$ cat src/hdl/dram_timing_pkg.sv
// constants for the 256k x 1 asynchronous memory controller
// assumes a 10 MHz mclk; every time the controller uses is converted to whole clock cycles
// Summary of operation
// - wait 100 us, then eight strobe cycles
// - idle over 4 ms needs eight cycles again
// - row strobe falls at least 200 ns apart
// - row-to-column 95 ns max is reference only
// - write strobe high before column strobe falls
// - write strobe high after column strobe rises
// - or write strobe high 10 ns past row rise
// - hold row address 15 ns after row fall
// - column address 5 ns before column fall
// - hold column address 15/60 ns
// - column address 55 ns before row rise
// - write strobe high 10 ns before row fall
package dram_timing_pkg;
    localparam int CLK_NS           = 100;
    localparam int POWERUP_US       = 100;
    localparam int INIT_CYCLES      = 8;
    localparam int IDLE_LIMIT_MS    = 4;
    localparam int CYCLE_MIN_NS     = 200;
    localparam int RAS_WIDTH_MIN_NS = 120;
    localparam int RAS_PRE_MIN_NS   = 70;
    localparam int RAS_CAS_MIN_NS   = 30;
    localparam int ROW_HOLD_NS      = 15;
    localparam int COL_SETUP_NS     = 5;
    localparam int ACCESS_RAS_NS    = 120;
    localparam int ACCESS_CAS_NS    = 25;
    localparam int ACCESS_COL_NS    = 55;
    localparam int COL_TO_RAS_UP_NS = 55;
    localparam int CAS_WIDTH_MIN_NS = 25;
    // least times round up, never below one cycle
    localparam int POWERUP_CYC = (POWERUP_US * 1000 + CLK_NS - 1) / CLK_NS;
    // longest time rounds down
    localparam int IDLE_CYC    = (IDLE_LIMIT_MS * 1000000) / CLK_NS;
    localparam int CYCLE_CYC   = (CYCLE_MIN_NS + CLK_NS - 1) / CLK_NS;
    localparam int RAS_LOW_CYC = (RAS_WIDTH_MIN_NS + CLK_NS - 1) / CLK_NS;
    localparam int RAS_PRE_CYC = (RAS_PRE_MIN_NS + CLK_NS - 1) / CLK_NS;
    localparam int ROW_CYC     = (RAS_CAS_MIN_NS + CLK_NS - 1) / CLK_NS;
    localparam int CAS_LOW_CYC = (ACCESS_CAS_NS + CLK_NS - 1) / CLK_NS;
    localparam int ACC_CYC     = (ACCESS_RAS_NS + CLK_NS - 1) / CLK_NS;
    localparam int ADDR_W      = 9;
    localparam int CNT_W       = 16;
endpackage

$ cat src/hdl/dram_async_ctrl.sv
// controller driving a 256k x 1 asynchronous memory over its pins
// assumes the memory data output is synchronised here; one clock only
// refresh rides on re-running the eight init pulses after an idle
// spell; a steady stream of accesses refreshes only the rows it opens
module dram_async_ctrl
    import dram_timing_pkg::*;
#(
    parameter int POWERUP_COUNT = POWERUP_CYC,
    parameter int IDLE_COUNT    = IDLE_CYC
) (
    input  wire logic              mclk,
    input  wire logic              rst_b,
    input  wire logic              req_valid,
    input  wire logic              req_write,
    input  wire logic [17:0]       req_addr,
    input  wire logic              req_wdata,
    output logic                   req_ready,
    output logic                   rsp_valid,
    output logic                   rsp_rdata,
    output logic                   init_done,
    output logic                   ras_b,
    output logic                   cas_b,
    output logic                   we_b,
    output logic [ADDR_W-1:0]      muxed_address,
    output logic                   din,
    input  wire logic              dout
);
    // refuse counts that the 24-bit wait and idle counters cannot hold
    if (POWERUP_COUNT < 1 || POWERUP_COUNT >= (1 << 24)) begin : g_up
        $error("POWERUP_COUNT out of range");
    end
    if (IDLE_COUNT < 8 || IDLE_COUNT >= (1 << 24)) begin : g_idle
        $error("IDLE_COUNT out of range");
    end

    // the init pulse counter is four bits wide
    if (INIT_CYCLES < 1 || INIT_CYCLES > 15) begin : g_init
        $error("INIT_CYCLES out of range");
    end

    // the gap after an init pulse would count below zero
    if (CYCLE_CYC < RAS_LOW_CYC) begin : g_cyc
        $error("CYCLE_CYC below RAS_LOW_CYC");
    end

    // every strobe phase needs at least one whole cycle
    if (RAS_LOW_CYC < 1 || ROW_CYC < 1 || RAS_PRE_CYC < 1) begin : g_ph
        $error("strobe phase below one cycle");
    end

    // read data crosses two flip-flops and the column strobe has a
    // least width, so the access wait may not be shorter than either
    if (ACC_CYC < 2 || ACC_CYC < CAS_LOW_CYC) begin : g_acc
        $error("ACC_CYC too short");
    end

    // row and column halves together make the 18-bit request address
    if (2 * ADDR_W != 18) begin : g_addr
        $error("ADDR_W does not halve the request address");
    end

    // true once a wait count has run down
    function automatic logic wait_over(input logic [23:0] count);
        return count == 24'h000000;
    endfunction

    typedef enum logic [3:0] {
        S_POWERUP = 4'h0,
        S_INIT_LO = 4'h1,
        S_INIT_HI = 4'h2,
        S_IDLE    = 4'h3,
        S_ROW     = 4'h4,
        S_COL     = 4'h5,
        S_CAS     = 4'h6,
        S_END     = 4'h7,
        S_PRE     = 4'h8
    } state_type;

    state_type          state_reg, state_next;
    logic [23:0]        wait_reg, wait_next;
    logic [23:0]        idle_reg, idle_next;
    logic [3:0]         init_reg, init_next;
    logic               ras_reg, ras_next;
    logic               cas_reg, cas_next;
    logic               we_reg, we_next;
    logic [ADDR_W-1:0]  addr_reg, addr_next;
    logic               din_reg, din_next;
    logic               ready_reg, ready_next;
    logic               rv_reg, rv_next;
    logic               rd_reg, rd_next;
    logic               done_reg, done_next;
    logic               wr_reg, wr_next;
    logic [ADDR_W-1:0]  col_reg, col_next;
    logic               dout_s1_reg, dout_s2_reg;
    logic               idle_over;
    logic               take;

    // data pin from the memory is asynchronous to mclk
    always_ff @(posedge mclk or negedge rst_b) begin
        if (!rst_b) begin
            dout_s1_reg <= 1'b0;
            dout_s2_reg <= 1'b0;
        end else begin
            dout_s1_reg <= dout;
            dout_s2_reg <= dout_s1_reg;
        end
    end

    always_comb begin
        state_next = state_reg;
        wait_next  = wait_over(wait_reg) ? wait_reg
                                         : wait_reg - 24'h000001;
        init_next  = init_reg;
        ras_next   = ras_reg;
        cas_next   = cas_reg;
        we_next    = we_reg;
        addr_next  = addr_reg;
        din_next   = din_reg;
        ready_next = 1'b0;
        done_next  = done_reg;
        wr_next    = wr_reg;
        col_next   = col_reg;
        unique case (state_reg)
            S_POWERUP: begin
                if (wait_over(wait_reg)) begin
                    init_next  = 4'h0;
                    state_next = S_INIT_LO;
                end
            end
            S_INIT_LO: begin
                if (wait_over(wait_reg)) begin
                    ras_next   = 1'b0;
                    wait_next  = 24'(RAS_LOW_CYC - 1);
                    state_next = S_INIT_HI;
                end
            end
            S_INIT_HI: begin
                if (wait_over(wait_reg)) begin
                    ras_next  = 1'b1;
                    wait_next = 24'(CYCLE_CYC - RAS_LOW_CYC);
                    init_next = init_reg + 4'h1;
                    if (init_reg == 4'(INIT_CYCLES - 1)) begin
                        state_next = S_PRE;
                        done_next  = 1'b1;
                    end else begin
                        state_next = S_INIT_LO;
                    end
                end
            end
            S_IDLE: begin
                if (idle_over) begin
                    done_next  = 1'b0;
                    init_next  = 4'h0;
                    state_next = S_INIT_LO;
                end else if (take) begin
                    wr_next    = req_write;
                    din_next   = req_wdata;
                    col_next   = req_addr[17:9];
                    addr_next  = req_addr[8:0];
                    // write strobe high before row fall
                    we_next    = 1'b1;
                    state_next = S_ROW;
                end else begin
                    // ready falls a cycle before a re-init, so no
                    // offer is lost to the refresh
                    ready_next = (idle_reg < 24'(IDLE_COUNT - 2));
                end
            end
            S_ROW: begin
                // row address set up one cycle ahead
                ras_next   = 1'b0;
                wait_next  = 24'(ROW_CYC - 1);
                state_next = S_COL;
            end
            S_COL: begin
                if (wait_over(wait_reg)) begin
                    // row held a full cycle; column follows
                    addr_next  = col_reg;
                    we_next    = !wr_reg;
                    state_next = S_CAS;
                end
            end
            S_CAS: begin
                // column and write strobe settled a cycle early
                cas_next   = 1'b0;
                wait_next  = 24'(ACC_CYC);
                state_next = S_END;
            end
            S_END: begin
                if (wait_over(wait_reg)) begin
                    // read bit is caught by the answer group below
                    ras_next   = 1'b1;
                    cas_next   = 1'b1;
                    wait_next  = 24'(RAS_PRE_CYC);
                    state_next = S_PRE;
                end
            end
            S_PRE: begin
                if (wait_over(wait_reg)) begin
                    // write strobe raised only after strobes
                    we_next    = 1'b1;
                    ready_next = done_reg;
                    state_next = S_IDLE;
                end
            end
            default: begin
                state_next = S_POWERUP;
            end
        endcase
    end

    always_ff @(posedge mclk or negedge rst_b) begin
        if (!rst_b) begin
            state_reg <= S_POWERUP;
            wait_reg  <= 24'(POWERUP_COUNT);
            init_reg  <= 4'h0;
            ras_reg   <= 1'b1;
            cas_reg   <= 1'b1;
            we_reg    <= 1'b1;
            addr_reg  <= 9'h000;
            din_reg   <= 1'b0;
            ready_reg <= 1'b0;
            done_reg  <= 1'b0;
            wr_reg    <= 1'b0;
            col_reg   <= 9'h000;
        end else begin
            state_reg <= state_next;
            wait_reg  <= wait_next;
            init_reg  <= init_next;
            ras_reg   <= ras_next;
            cas_reg   <= cas_next;
            we_reg    <= we_next;
            addr_reg  <= addr_next;
            din_reg   <= din_next;
            ready_reg <= ready_next;
            done_reg  <= done_next;
            wr_reg    <= wr_next;
            col_reg   <= col_next;
        end
    end

    assign idle_over = (idle_reg >= 24'(IDLE_COUNT - 1));
    // a take needs ready already standing at the edge
    assign take      = req_valid && ready_reg;

    // idle run length; only the idle state lets it grow, and a
    // take or a re-init starts it again from zero
    always_comb begin
        idle_next = 24'h000000;
        if (state_reg == S_IDLE && !idle_over && !take) begin
            idle_next = idle_reg + 24'h000001;
        end
    end

    always_ff @(posedge mclk or negedge rst_b) begin
        if (!rst_b) begin
            idle_reg <= 24'h000000;
        end else begin
            idle_reg <= idle_next;
        end
    end

    // read answer: one-cycle pulse as the strobes rise; the bit is
    // kept across writes, which leave the memory output undriven
    always_comb begin
        rv_next = 1'b0;
        rd_next = rd_reg;
        if (state_reg == S_END && wait_over(wait_reg) && !wr_reg) begin
            rv_next = 1'b1;
            rd_next = dout_s2_reg;
        end
    end

    always_ff @(posedge mclk or negedge rst_b) begin
        if (!rst_b) begin
            rv_reg <= 1'b0;
            rd_reg <= 1'b0;
        end else begin
            rv_reg <= rv_next;
            rd_reg <= rd_next;
        end
    end

    assign req_ready     = ready_reg;
    assign rsp_valid     = rv_reg;
    assign rsp_rdata     = rd_reg;
    assign init_done     = done_reg;
    assign ras_b         = ras_reg;
    assign cas_b         = cas_reg;
    assign we_b          = we_reg;
    assign muxed_address = addr_reg;
    assign din           = din_reg;
endmodule

$ cat config.mk
export PLATFORM = sky130hd
export DESIGN_NAME = dram_async_ctrl
export DESIGN_NICKNAME = d
export VERILOG_FILES = /design/src/hdl/dram_timing_pkg.sv /design/src/hdl/dram_async_ctrl.sv
export SDC_FILE = /design/constraint.sdc
export NUM_CORES = 1
export LEC_CHECK = 0
export BUFFER_PORTS_ARGS = -buffer_cell sky130_fd_sc_hd__buf_2
export CAP_MARGIN = 10
export CORE_MARGIN = 8
export CORE_UTILIZATION = 55
export DETAILED_ROUTE_END_ITERATION = 16
export PLACE_DENSITY = 0.79
export SLEW_MARGIN = 20
export SYNTH_ARGS = -nofsm -noshare
export SYNTH_HDL_FRONTEND = slang
export SYNTH_SLANG_ARGS = --single-unit
$ cat constraint.sdc
create_clock -name mclk -period 3.1 [get_ports mclk]
set_input_delay 0.155 -clock mclk [delete_from_list [all_inputs] [get_ports mclk]]
set_output_delay 0.155 -clock mclk [all_outputs]
set_load 0.01 [all_outputs]
==> reports/results.txt, run 1 <==
Status = finished clean
DR vias = 3440
Layout cells sized above 1 = 0.208
Initial Utilization = 0.565
First-pass GRT wire length = 16200 um
Fillcell total = 600
Final Hold Vio Count = 0
Antenna violations before repair = 0
Post-Synthesis Cells = 429
Max incr delay on CP = 0.61 ns
CTS Buf Count = 9
Worst-Margin Slew = 0.772 ns
Final wirelength = 9520 um
I/O Buffers = 40
Die Y = 105 um
RSZ-0062 raised after global routing = false
Relative slew slack = 0.485
Final Max Slew Viols = 0
Sequential area share after synthesis = 0.490
Routability-driven placement congestion ratio = 0.862
Library cells used by synthesis = 63
Ys async rst share = 1.00
DIE WIDTH = 105 um
Crit end category = flop
Family with the most delay on the worst path = simple AND/OR/NAND/NOR gates
DR WL/cell = 16.3 um
Leakage = 2.30 nW
Number of remaining DRC errors = 0
Sink Count = 85
Clk root buf = clkbuf_8
Final ANT Viol Nets = 0
Critical Path RT = 3.40 ns
Main flop type after synthesis = dfrtp_1
Data arrival, critical path = 3.16 ns
H-tree Lvls = 3
Critical Path Sink = wait_reg[0]
P&R area growth vs syn = 14.0%
Post-synth design cell area = 0.00437 mm^2
Crit Path Max Fanout = 4
Vias in the first global route = 3451
Area contributors post-synth = dfrtp_1, dfstp_2, nor2_1, mux2_2, xnor2_1
Flop2flop setup slack = 0.24 ns
Vias per cell = 5.90
Number of flops mapped to enable cells by yosys = 0
Achievable Freq = 0.350 GHz
Pin count of the biggest net entering global routing = 86
CP Cell Sequence = nor4_1 -> nand3b_1 -> nor2_2 -> inv_2 -> ha_1 -> o41a_1 -> a221o_1 -> nand3_1 -> and3_1
Cell Count, Final, Fillers Out = 583
Worst Skew = 0.00815 ns
Die area = 0.0110 mm^2
Setup CP Type = reg2reg
Ys Warns = 0
Buffer count from post-CTS setup fixing = 0
Iter 0 DRT Violations = 314
Post-synth top area share = 0.435
Setup total negative slack = 0 ns
Synth Area per Inst = 10.2 um^2
DP Cell Count = 566
Crit Reg-Reg Endpoint = wait_reg[0]
Std-Cell Core Area = 0.00773 mm^2
CTS max path bufs = 2
Tmin final = 2.86 ns
Worst hold path type = in2reg
# diodes = 0
TritonRoute pass-1 iters = 5
Bufs and invs on worst path = 1
Detail Placement HPWL = 6390 um
Max-cap viol count = 0
Row count = 32
Clk Latency, worst-skew pair = 0.36 ns
Crit path depth = 9
Worst R2R Start = wait_reg[4]
Register area = 0.00214 mm^2
Peak VDD IR = 401 uV
Overflow after GRT = 0
Multi-input logic area = 0.00213 mm^2
Final Hold Slack = 0.0275 ns
Synthesized flop and latch total = 85
Slowest CP cell = nor4_1
P per Cell Area = 686 mW/mm^2
Final setup vio count = 0
CTS tree = built
GR Util All Layers = 0.177
CP startpoint = wait_reg[4]
Fin nets = 507
Fin crit share = 0.922
R2R depth = 9
Startpoint class of the critical path = flop
Worst-path clk slew = 0.09 ns
Synth area leader = dfrtp_1
IO Pins = 41
layer usage:
| layer | global-route usage | vias to the layer above | wire length [um] |
|---|---|---|---|
| li1 | - | 1643 | - |
| met1 | 0.231 | 1686 | 4510 |
| met2 | 0.275 | 101 | 4390 |
| met3 | 0.0485 | 10 | 506 |
| met4 | 0.0673 | 0 | 122 |
| met5 | 0 | - | 0 |
logic make-up (layout without fill, tap and decap cells):
| group | after synthesis | after routing | synth area share |
|---|---|---|---|
| AND/OR/NAND/NOR | 181 | 181 | 0.236 |
| AO/OA/AOI/OAI | 87 | 87 | 0.142 |
| flip-flops | 85 | 85 | 0.490 |
| buffers and inverters | 32 | 77 | 0.0338 |
| XOR/XNOR | 25 | 25 | 0.0501 |
| multiplexers | 12 | 12 | 0.0309 |
| adder cells (fa/ha/maj) | 6 | 6 | 0.0172 |
| other | 1 | 8 | 0.000859 |
synth_stat cells, types with 10 or more instances:
library cell	instances
a21oi_1	17
clkbuf_1	13
dfrtp_1	76
mux2_2	11
nand2_1	23
nand2b_1	11
nand3_1	12
nor2_1	43
nor3_1	14
nor4_1	10
o211a_1	11
o21ai_0	22
or3_1	19
xnor2_1	14
xor2_1	11
layout by cell type (no fill, tap or decap), types with 7 or more instances in the layout:
cell and count:
a21oi_1 17, buf_2 39, buf_4 10, clkbuf_8 10, conb_1 8, dfrtp_1 76, dfstp_2 9, inv_1 9
mux2_2 11, nand2_1 23, nand2b_1 11, nand3_1 12, nand4_1 7, nor2_1 43, nor3_1 14, nor4_1 10
o211a_1 11, o21ai_0 22, or3_1 19, xnor2_1 14, xor2_1 11
worst min path at each step:
stage | start | end | slack (ns) | cells past startpoint
floorplan | rst_b | col_reg[0] | -0.14 | 0
global route | req_wdata | din | 0.01 | 2
finish | req_wdata | din | 0.03 | 2
detailed placement | dout | dout_s1_reg | 0.27 | 1
CTS | req_wdata | din | 0.02 | 2
global placement | dout | dout_s1_reg | 0.26 | 1
what timing repair did:
action / in CTS / in global routing
hold buffers: 1 / 1
endpoints found under the setup margin: 0 / 1
resized for setup: 0 / 1
hold endpoints to repair: 1 / 76
stage by stage:
stage,area (um^2),power (mW),setup WS [ns],util
finish,4980,3.41,0.242,0.644
global placement,4700,2.39,0.336,0.608
floorplan,4390,2.19,0.532,-
global route,4980,3.61,0.0958,0.644
CTS,4960,3.39,0.190,0.642
detailed placement,4700,2.43,0.256,0.608
where the power goes:
| part | switching, mW | leakage [nW] | internal, mW |
|---|---|---|---|
| Sequential | 0.246 | 1.11 | 1.30 |
| Clock | 0.405 | 0.123 | 0.557 |
| Combinational | 0.508 | 1.07 | 0.395 |
| Total | 1.16 | 2.30 | 2.25 |
cell type report:
cell class,instances,area share
clock buffers,10,0.0277
well taps,102,0.0256
inverters,10,0.00754
flip-flops and latches,85,0.430
clock inverters,5,0.0216
repair buffers,52,0.0606
multi-input cells,319,0.427
(Power assumes the default switching activity.)
==> inputs of run 2 (changes only) <==
--- a/config.mk
+++ b/config.mk
@@ -11,6 +11,8 @@
 export CORE_UTILIZATION = 55
 export DETAILED_ROUTE_END_ITERATION = 16
 export PLACE_DENSITY = 0.79
+export RECOVER_POWER = 50
+export SKIP_CTS_REPAIR_TIMING = 1
 export SLEW_MARGIN = 20
 export SYNTH_ARGS = -nofsm -noshare
 export SYNTH_HDL_FRONTEND = slang
==> reports/results.txt, run 2 (synthesized netlist as in run 1, its figures left out) <==
Final wirelength = 9470 um (was 9520 um)
Slowest CP cell = nor4_1 (unchanged)
Seq pwr share = 0.454 (was 0.453)
Clk Latency, worst-skew pair = 0.36 ns (about the same)
CTS Buf Count = 9 (unchanged)
# diodes = 0 (unchanged)
Routability-driven placement congestion ratio = 0.862 (unchanged)
First-pass GRT wire length = 16200 um (about the same)
Leakage = 2.24 nW (was 2.30 nW)
Antenna violations before repair = 0 (unchanged)
Sink Count = 85 (unchanged)
DR WL/cell = 16.2 um (was 16.3 um)
Most frequent cells in the layout = dfrtp_1, nor2_1, buf_2 (unchanged)
Crit end category = flop (unchanged)
CTS max path bufs = 2 (unchanged)
Die Y = 105 um (unchanged)
Final ANT Viol Nets = 0 (unchanged)
Internal power = 2.25 mW (about the same)
Clock network fraction of total power = 0.282 (about the same)
Overflow after GRT = 0 (unchanged)
RSZ-0062 raised after global routing = false (unchanged)
P&R area growth vs syn = 13.4% (was 14.0%)
NetSw = 1.15 mW (was 1.16 mW)
Std-Cell Core Area = 0.00773 mm^2 (unchanged)
Initial Utilization = 0.565 (unchanged)
GR Util All Layers = 0.177 (about the same)
DR vias = 3438 (was 3440)
Family with the most delay on the worst path = simple AND/OR/NAND/NOR gates (unchanged)
Worst-Margin Slew = 2.08 ns (was 0.772 ns)
Die area = 0.0110 mm^2 (unchanged)
Sw Ratio = 0.338 (was 0.340)
Setup total negative slack = 0 ns (unchanged)
Peak VDD IR = 401 uV (about the same)
Row count = 32 (unchanged)
Layout cells sized above 1 = 0.181 (was 0.208)
Final setup vio count = 0 (unchanged)
R2R depth = 9 (unchanged)
Fillcell total = 603 (was 600)
Combinational power share = 0.264 (was 0.265)
Relative slew slack = -0.389 (was 0.485)
P per Cell Area = 687 mW/mm^2 (was 686 mW/mm^2)
Detail Placement HPWL = 6390 um (unchanged)
Worst Skew = 0.00788 ns (was 0.00815 ns)
TritonRoute pass-1 iters = 5 (unchanged)
Pin count of the biggest net entering global routing = 86 (unchanged)
Tmin final = 2.84 ns (was 2.86 ns)
Final Max Slew Viols = 86 (was 0)
Critical Path RT = 3.40 ns (about the same)
Worst hold path type = in2reg (unchanged)
Data arrival, critical path = 3.14 ns (was 3.16 ns)
Bufs and invs on worst path = 1 (unchanged)
WHS Path Cells = 2 (unchanged)
Worst-path clk slew = 0.09 ns (about the same)
Iter 0 DRT Violations = 317 (was 314)
Fin crit share = 0.916 (was 0.922)
Number of remaining DRC errors = 0 (unchanged)
Failing checks = max-capacitance violations, max-slew violations
Achievable Freq = 0.352 GHz (was 0.350 GHz)
CTS tree = built (unchanged)
Fin nets = 507 (unchanged)
Startpoint class of the critical path = flop (unchanged)
IO Pins = 41 (unchanged)
Crit Path Max Fanout = 4 (unchanged)
Vias per cell = 5.90 (about the same)
Post-layout util = 0.641 (was 0.644)
H-tree Lvls = 3 (unchanged)
Status = complete, but fails checks (was finished clean)
Vias in the first global route = 3446 (was 3451)
Max-cap viol count = 1 (was 0)
Final Hold Vio Count = 0 (unchanged)
CP Cell Sequence = nor4_1 -> nand3b_1 -> nor2_2 -> inv_2 -> ha_1 -> o41a_1 -> a221o_1 -> nand3_1 -> and3_1 (unchanged)
Commonest non-fill, non-tap cell in the layout = dfrtp_1 (unchanged)
Crit path depth = 9 (unchanged)
Max incr delay on CP = 0.60 ns (was 0.61 ns)
Clk root buf = clkbuf_8 (unchanged)
I/O Buffers = 40 (unchanged)
Setup CP Type = reg2reg (unchanged)
DIE WIDTH = 105 um (unchanged)
run 2: cell count changes in the layout (fill, tap and decap cells not counted):
| cell | previous run | this run |
|---|---|---|
| buf_2 | 39 | 26 |
| buf_6 | 1 | 0 |
| clkbuf_1 | 0 | 13 |
| clkbuf_2 | 0 | 1 |
run 2: path summary, 6_finish.rpt:
kind,from,end,slack (ns)
worst min register to register,dout_s1_reg,dout_s2_reg,0.36
worst max register to register,wait_reg[4],wait_reg[0],0.26
max in group asynchronous,rst_b,rsp_rdata,0.93
worst min-delay path,req_wdata,din,0.03
worst max-delay path,wait_reg[4],wait_reg[0],0.26
min in group asynchronous,rst_b,wait_reg[10],0.94
run 2: worst register-to-register path, cell delays in order, from the launching register on:
cell,delay (ns)
dfrtp_1,0.42
nor4_1,0.60
nand3b_1,0.25
nor2_2,0.27
inv_2,0.11
ha_1,0.19
o41a_1,0.42
a221o_1,0.31
nand3_1,0.07
and3_1,0.15
run 2: layout make-up:
type                    count  area [um^2]  share of cell area
flip-flops and latches     85         2140               0.432
multi-input cells         319         2130               0.429
repair buffers             52          279              0.0563
clock buffers              10          138              0.0278
well taps                 102          128              0.0258
clock inverters             5          108              0.0217
inverters                  10         37.5             0.00758
run 2: routing by layer:
layer / part of all wire / routed length (um) / vias up / GRT usage
li1: - / - / 1644 / -
met1: 0.46 / 4390 / 1667 / 0.231
met2: 0.46 / 4390 / 113 / 0.274
met3: 0.058 / 545 / 14 / 0.0485
met4: 0.014 / 137 / 0 / 0.0673
met5: 0 / 0 / - / 0
run 2: power groups by stage:
stage	Sequential, mW	Combinational, mW	Clock [mW]
2_1_floorplan	1.46	0.725	0
3_3_place_gp	1.54	0.854	0
3_5_place_dp	1.56	0.873	0
4_1_cts	1.54	0.885	0.973
5_1_grt	1.58	1.01	1.02
6_report	1.54	0.898	0.961
run 2: per-stage QoR:
stage	power, mW	hold slack (ns)	setup WS, ns	cells	cell area [um^2]
finish	3.40	0.0277	0.260	583	4950
global route	3.61	0.0128	0.0958	583	4950
CTS	3.39	-0.107	0.190	581	4950
detailed placement	2.43	0.265	0.256	566	4700
global placement	2.39	0.263	0.336	566	4700
floorplan	2.19	-0.141	0.532	436	4390
==> inputs of run 3 (changes only) <==
--- a/config.mk
+++ b/config.mk
@@ -5,7 +5,7 @@
 export SDC_FILE = /design/constraint.sdc
 export NUM_CORES = 1
 export LEC_CHECK = 0
-export BUFFER_PORTS_ARGS = -buffer_cell sky130_fd_sc_hd__buf_2
+export BUFFER_PORTS_ARGS = -buffer_cell sky130_fd_sc_hd__clkbuf_2
 export CAP_MARGIN = 10
 export CORE_MARGIN = 8
 export CORE_UTILIZATION = 55
==> reports/results.txt, run 3 (synthesized netlist as in run 1, its figures left out) <==
Overflow after GRT = 0 (unchanged)
Worst-path clk slew = 0.08 ns (was 0.09 ns)
R2R depth = 9 (unchanged)
Vias per cell = 5.88 (was 5.90)
P&R area growth vs syn = 12.9% (was 13.4%)
Die area = 0.0110 mm^2 (unchanged)
Final Max Slew Viols = 86 (unchanged)
Max-cap viol count = 1 (unchanged)
Failing checks = max-capacitance violations, max-slew violations (unchanged)
Status = complete, but fails checks (unchanged)
Antenna violations before repair = 0 (unchanged)
Final ANT Viol Nets = 0 (unchanged)
Worst Skew = 0.0112 ns (was 0.00788 ns)
H-tree Lvls = 3 (unchanged)
TritonRoute pass-1 iters = 4 (was 5)
Multi-input logic area = 0.00213 mm^2 (unchanged)
Data arrival, critical path = 3.10 ns (was 3.14 ns)
Final Hold Vio Count = 0 (unchanged)
Vias in the first global route = 3424 (was 3446)
CTS max path bufs = 2 (unchanged)
Worst R2R Start = wait_reg[4] (unchanged)
Tot Pwr = 3.32 mW (was 3.40 mW)
Pin count of the biggest net entering global routing = 86 (unchanged)
Initial Utilization = 0.565 (unchanged)
Crit Reg-Reg Endpoint = wait_reg[0] (unchanged)
Max incr delay on CP = 0.58 ns (was 0.60 ns)
Clk root buf = clkbuf_8 (unchanged)
Hold Crit Start = req_write (was req_wdata)
Relative slew slack = -0.364 (was -0.389)
Worst hold path type = in2reg (unchanged)
Slowest CP cell = nor4_1 (unchanged)
Setup CP Type = reg2reg (unchanged)
WHS Path Cells = 3 (was 2)
Std-Cell Core Area = 0.00773 mm^2 (unchanged)
Post-layout util = 0.638 (was 0.641)
Clk Latency, worst-skew pair = 0.35 ns (was 0.36 ns)
Setup total negative slack = 0 ns (unchanged)
P per Cell Area = 674 mW/mm^2 (was 687 mW/mm^2)
Startpoint class of the critical path = flop (unchanged)
Fin nets = 508 (was 507)
Flop2flop setup slack = 0.29 ns (was 0.26 ns)
Layout cells sized above 1 = 0.178 (was 0.181)
CTS tree = built (unchanged)
Fillcell total = 614 (was 603)
Peak VDD IR = 406 uV (was 401 uV)
GR Util All Layers = 0.175 (was 0.177)
Leakage = 2.23 nW (was 2.24 nW)
Crit end category = flop (unchanged)
Detail Placement HPWL = 6510 um (was 6390 um)
Worst-Margin Slew = 2.05 ns (was 2.08 ns)
Tmin final = 2.81 ns (was 2.84 ns)
Final Hold Slack = 0.0302 ns (was 0.0277 ns)
DR WL/cell = 16.0 um (was 16.2 um)
Fin crit share = 0.905 (was 0.916)
Die Y = 105 um (unchanged)
Routability-driven placement congestion ratio = 0.856 (was 0.862)
Sink Count = 85 (unchanged)
DIE WIDTH = 105 um (unchanged)
RSZ-0062 raised after global routing = false (unchanged)
Final wirelength = 9340 um (was 9470 um)
First-pass GRT wire length = 16000 um (was 16200 um)
Hold path endpoint = wr_reg (was din)
Critical Path RT = 3.39 ns (was 3.40 ns)
Iter 0 DRT Violations = 218 (was 317)
Row count = 32 (unchanged)
CP Cell Sequence = nor4_1 -> nand3b_1 -> nor2_2 -> inv_2 -> ha_1 -> o41a_1 -> a221o_1 -> nand3_1 -> and3_1 (unchanged)
Most frequent cells in the layout = dfrtp_1, nor2_1, clkbuf_2 (was dfrtp_1, nor2_1, buf_2)
Number of remaining DRC errors = 0 (unchanged)
DR vias = 3437 (was 3438)
# diodes = 0 (unchanged)
IO Pins = 41 (unchanged)
Final setup vio count = 0 (unchanged)
Achievable Freq = 0.356 GHz (was 0.352 GHz)
I/O Buffers = 40 (unchanged)
Crit Path Max Fanout = 4 (unchanged)
Register area = 0.00214 mm^2 (unchanged)
CTS Buf Count = 9 (unchanged)
Commonest non-fill, non-tap cell in the layout = dfrtp_1 (unchanged)
## run 3: how the worst max path moves through the flow
stage                start     endpoint  slack (ns)  cells past startpoint
2_1_floorplan  wait_reg[0]  wait_reg[0]        0.53                     11
3_3_place_gp   wait_reg[0]  wait_reg[0]        0.34                     11
3_5_place_dp   wait_reg[0]  wait_reg[0]        0.22                     11
4_1_cts        wait_reg[0]  wait_reg[0]        0.20                     11
5_1_grt        wait_reg[0]  wait_reg[0]        0.10                     11
6_report       wait_reg[4]  wait_reg[0]        0.29                      9
## run 3: layout make-up
class	instances	share of cell area
inverter	10	0.00761
multi-input combinational	319	0.431
sequential	85	0.434
clock inverter	5	0.0168
timing repair buffer	53	0.0579
tap	102	0.0259
clock buffer	11	0.0266
## run 3: layer usage
layer,vias to the layer above,GRT usage,share of wire
met3,13,0.0485,0.059
met1,1690,0.225,0.46
li1,1648,-,-
met4,0,0.0703,0.017
met2,86,0.272,0.46
met5,-,0,0
## run 3: report_power, final
group          internal (mW)  switching, mW  leakage (nW)  total (mW)
combinational          0.405          0.509          1.01       0.914
sequential              1.30          0.249          1.11        1.55
clock                  0.459          0.400         0.108       0.860
total                   2.17           1.16          2.23        3.32
## run 3: through the flow
step	worst slack (ns)	instances	instance area (um^2)
2_1_floorplan	0.532	436	4390
3_3_place_gp	0.340	567	4710
3_5_place_dp	0.225	567	4710
4_1_cts	0.197	583	4920
5_1_grt	0.102	585	4930
6_report	0.294	585	4930
## run 3: worst max-delay path: cells and delay by family (launching register included)
family	cells	cell delay, ns
compound gates	2	0.74
fa+ha+maj	1	0.19
buf+inv	1	0.10
flops	1	0.42
simple gates	5	1.30
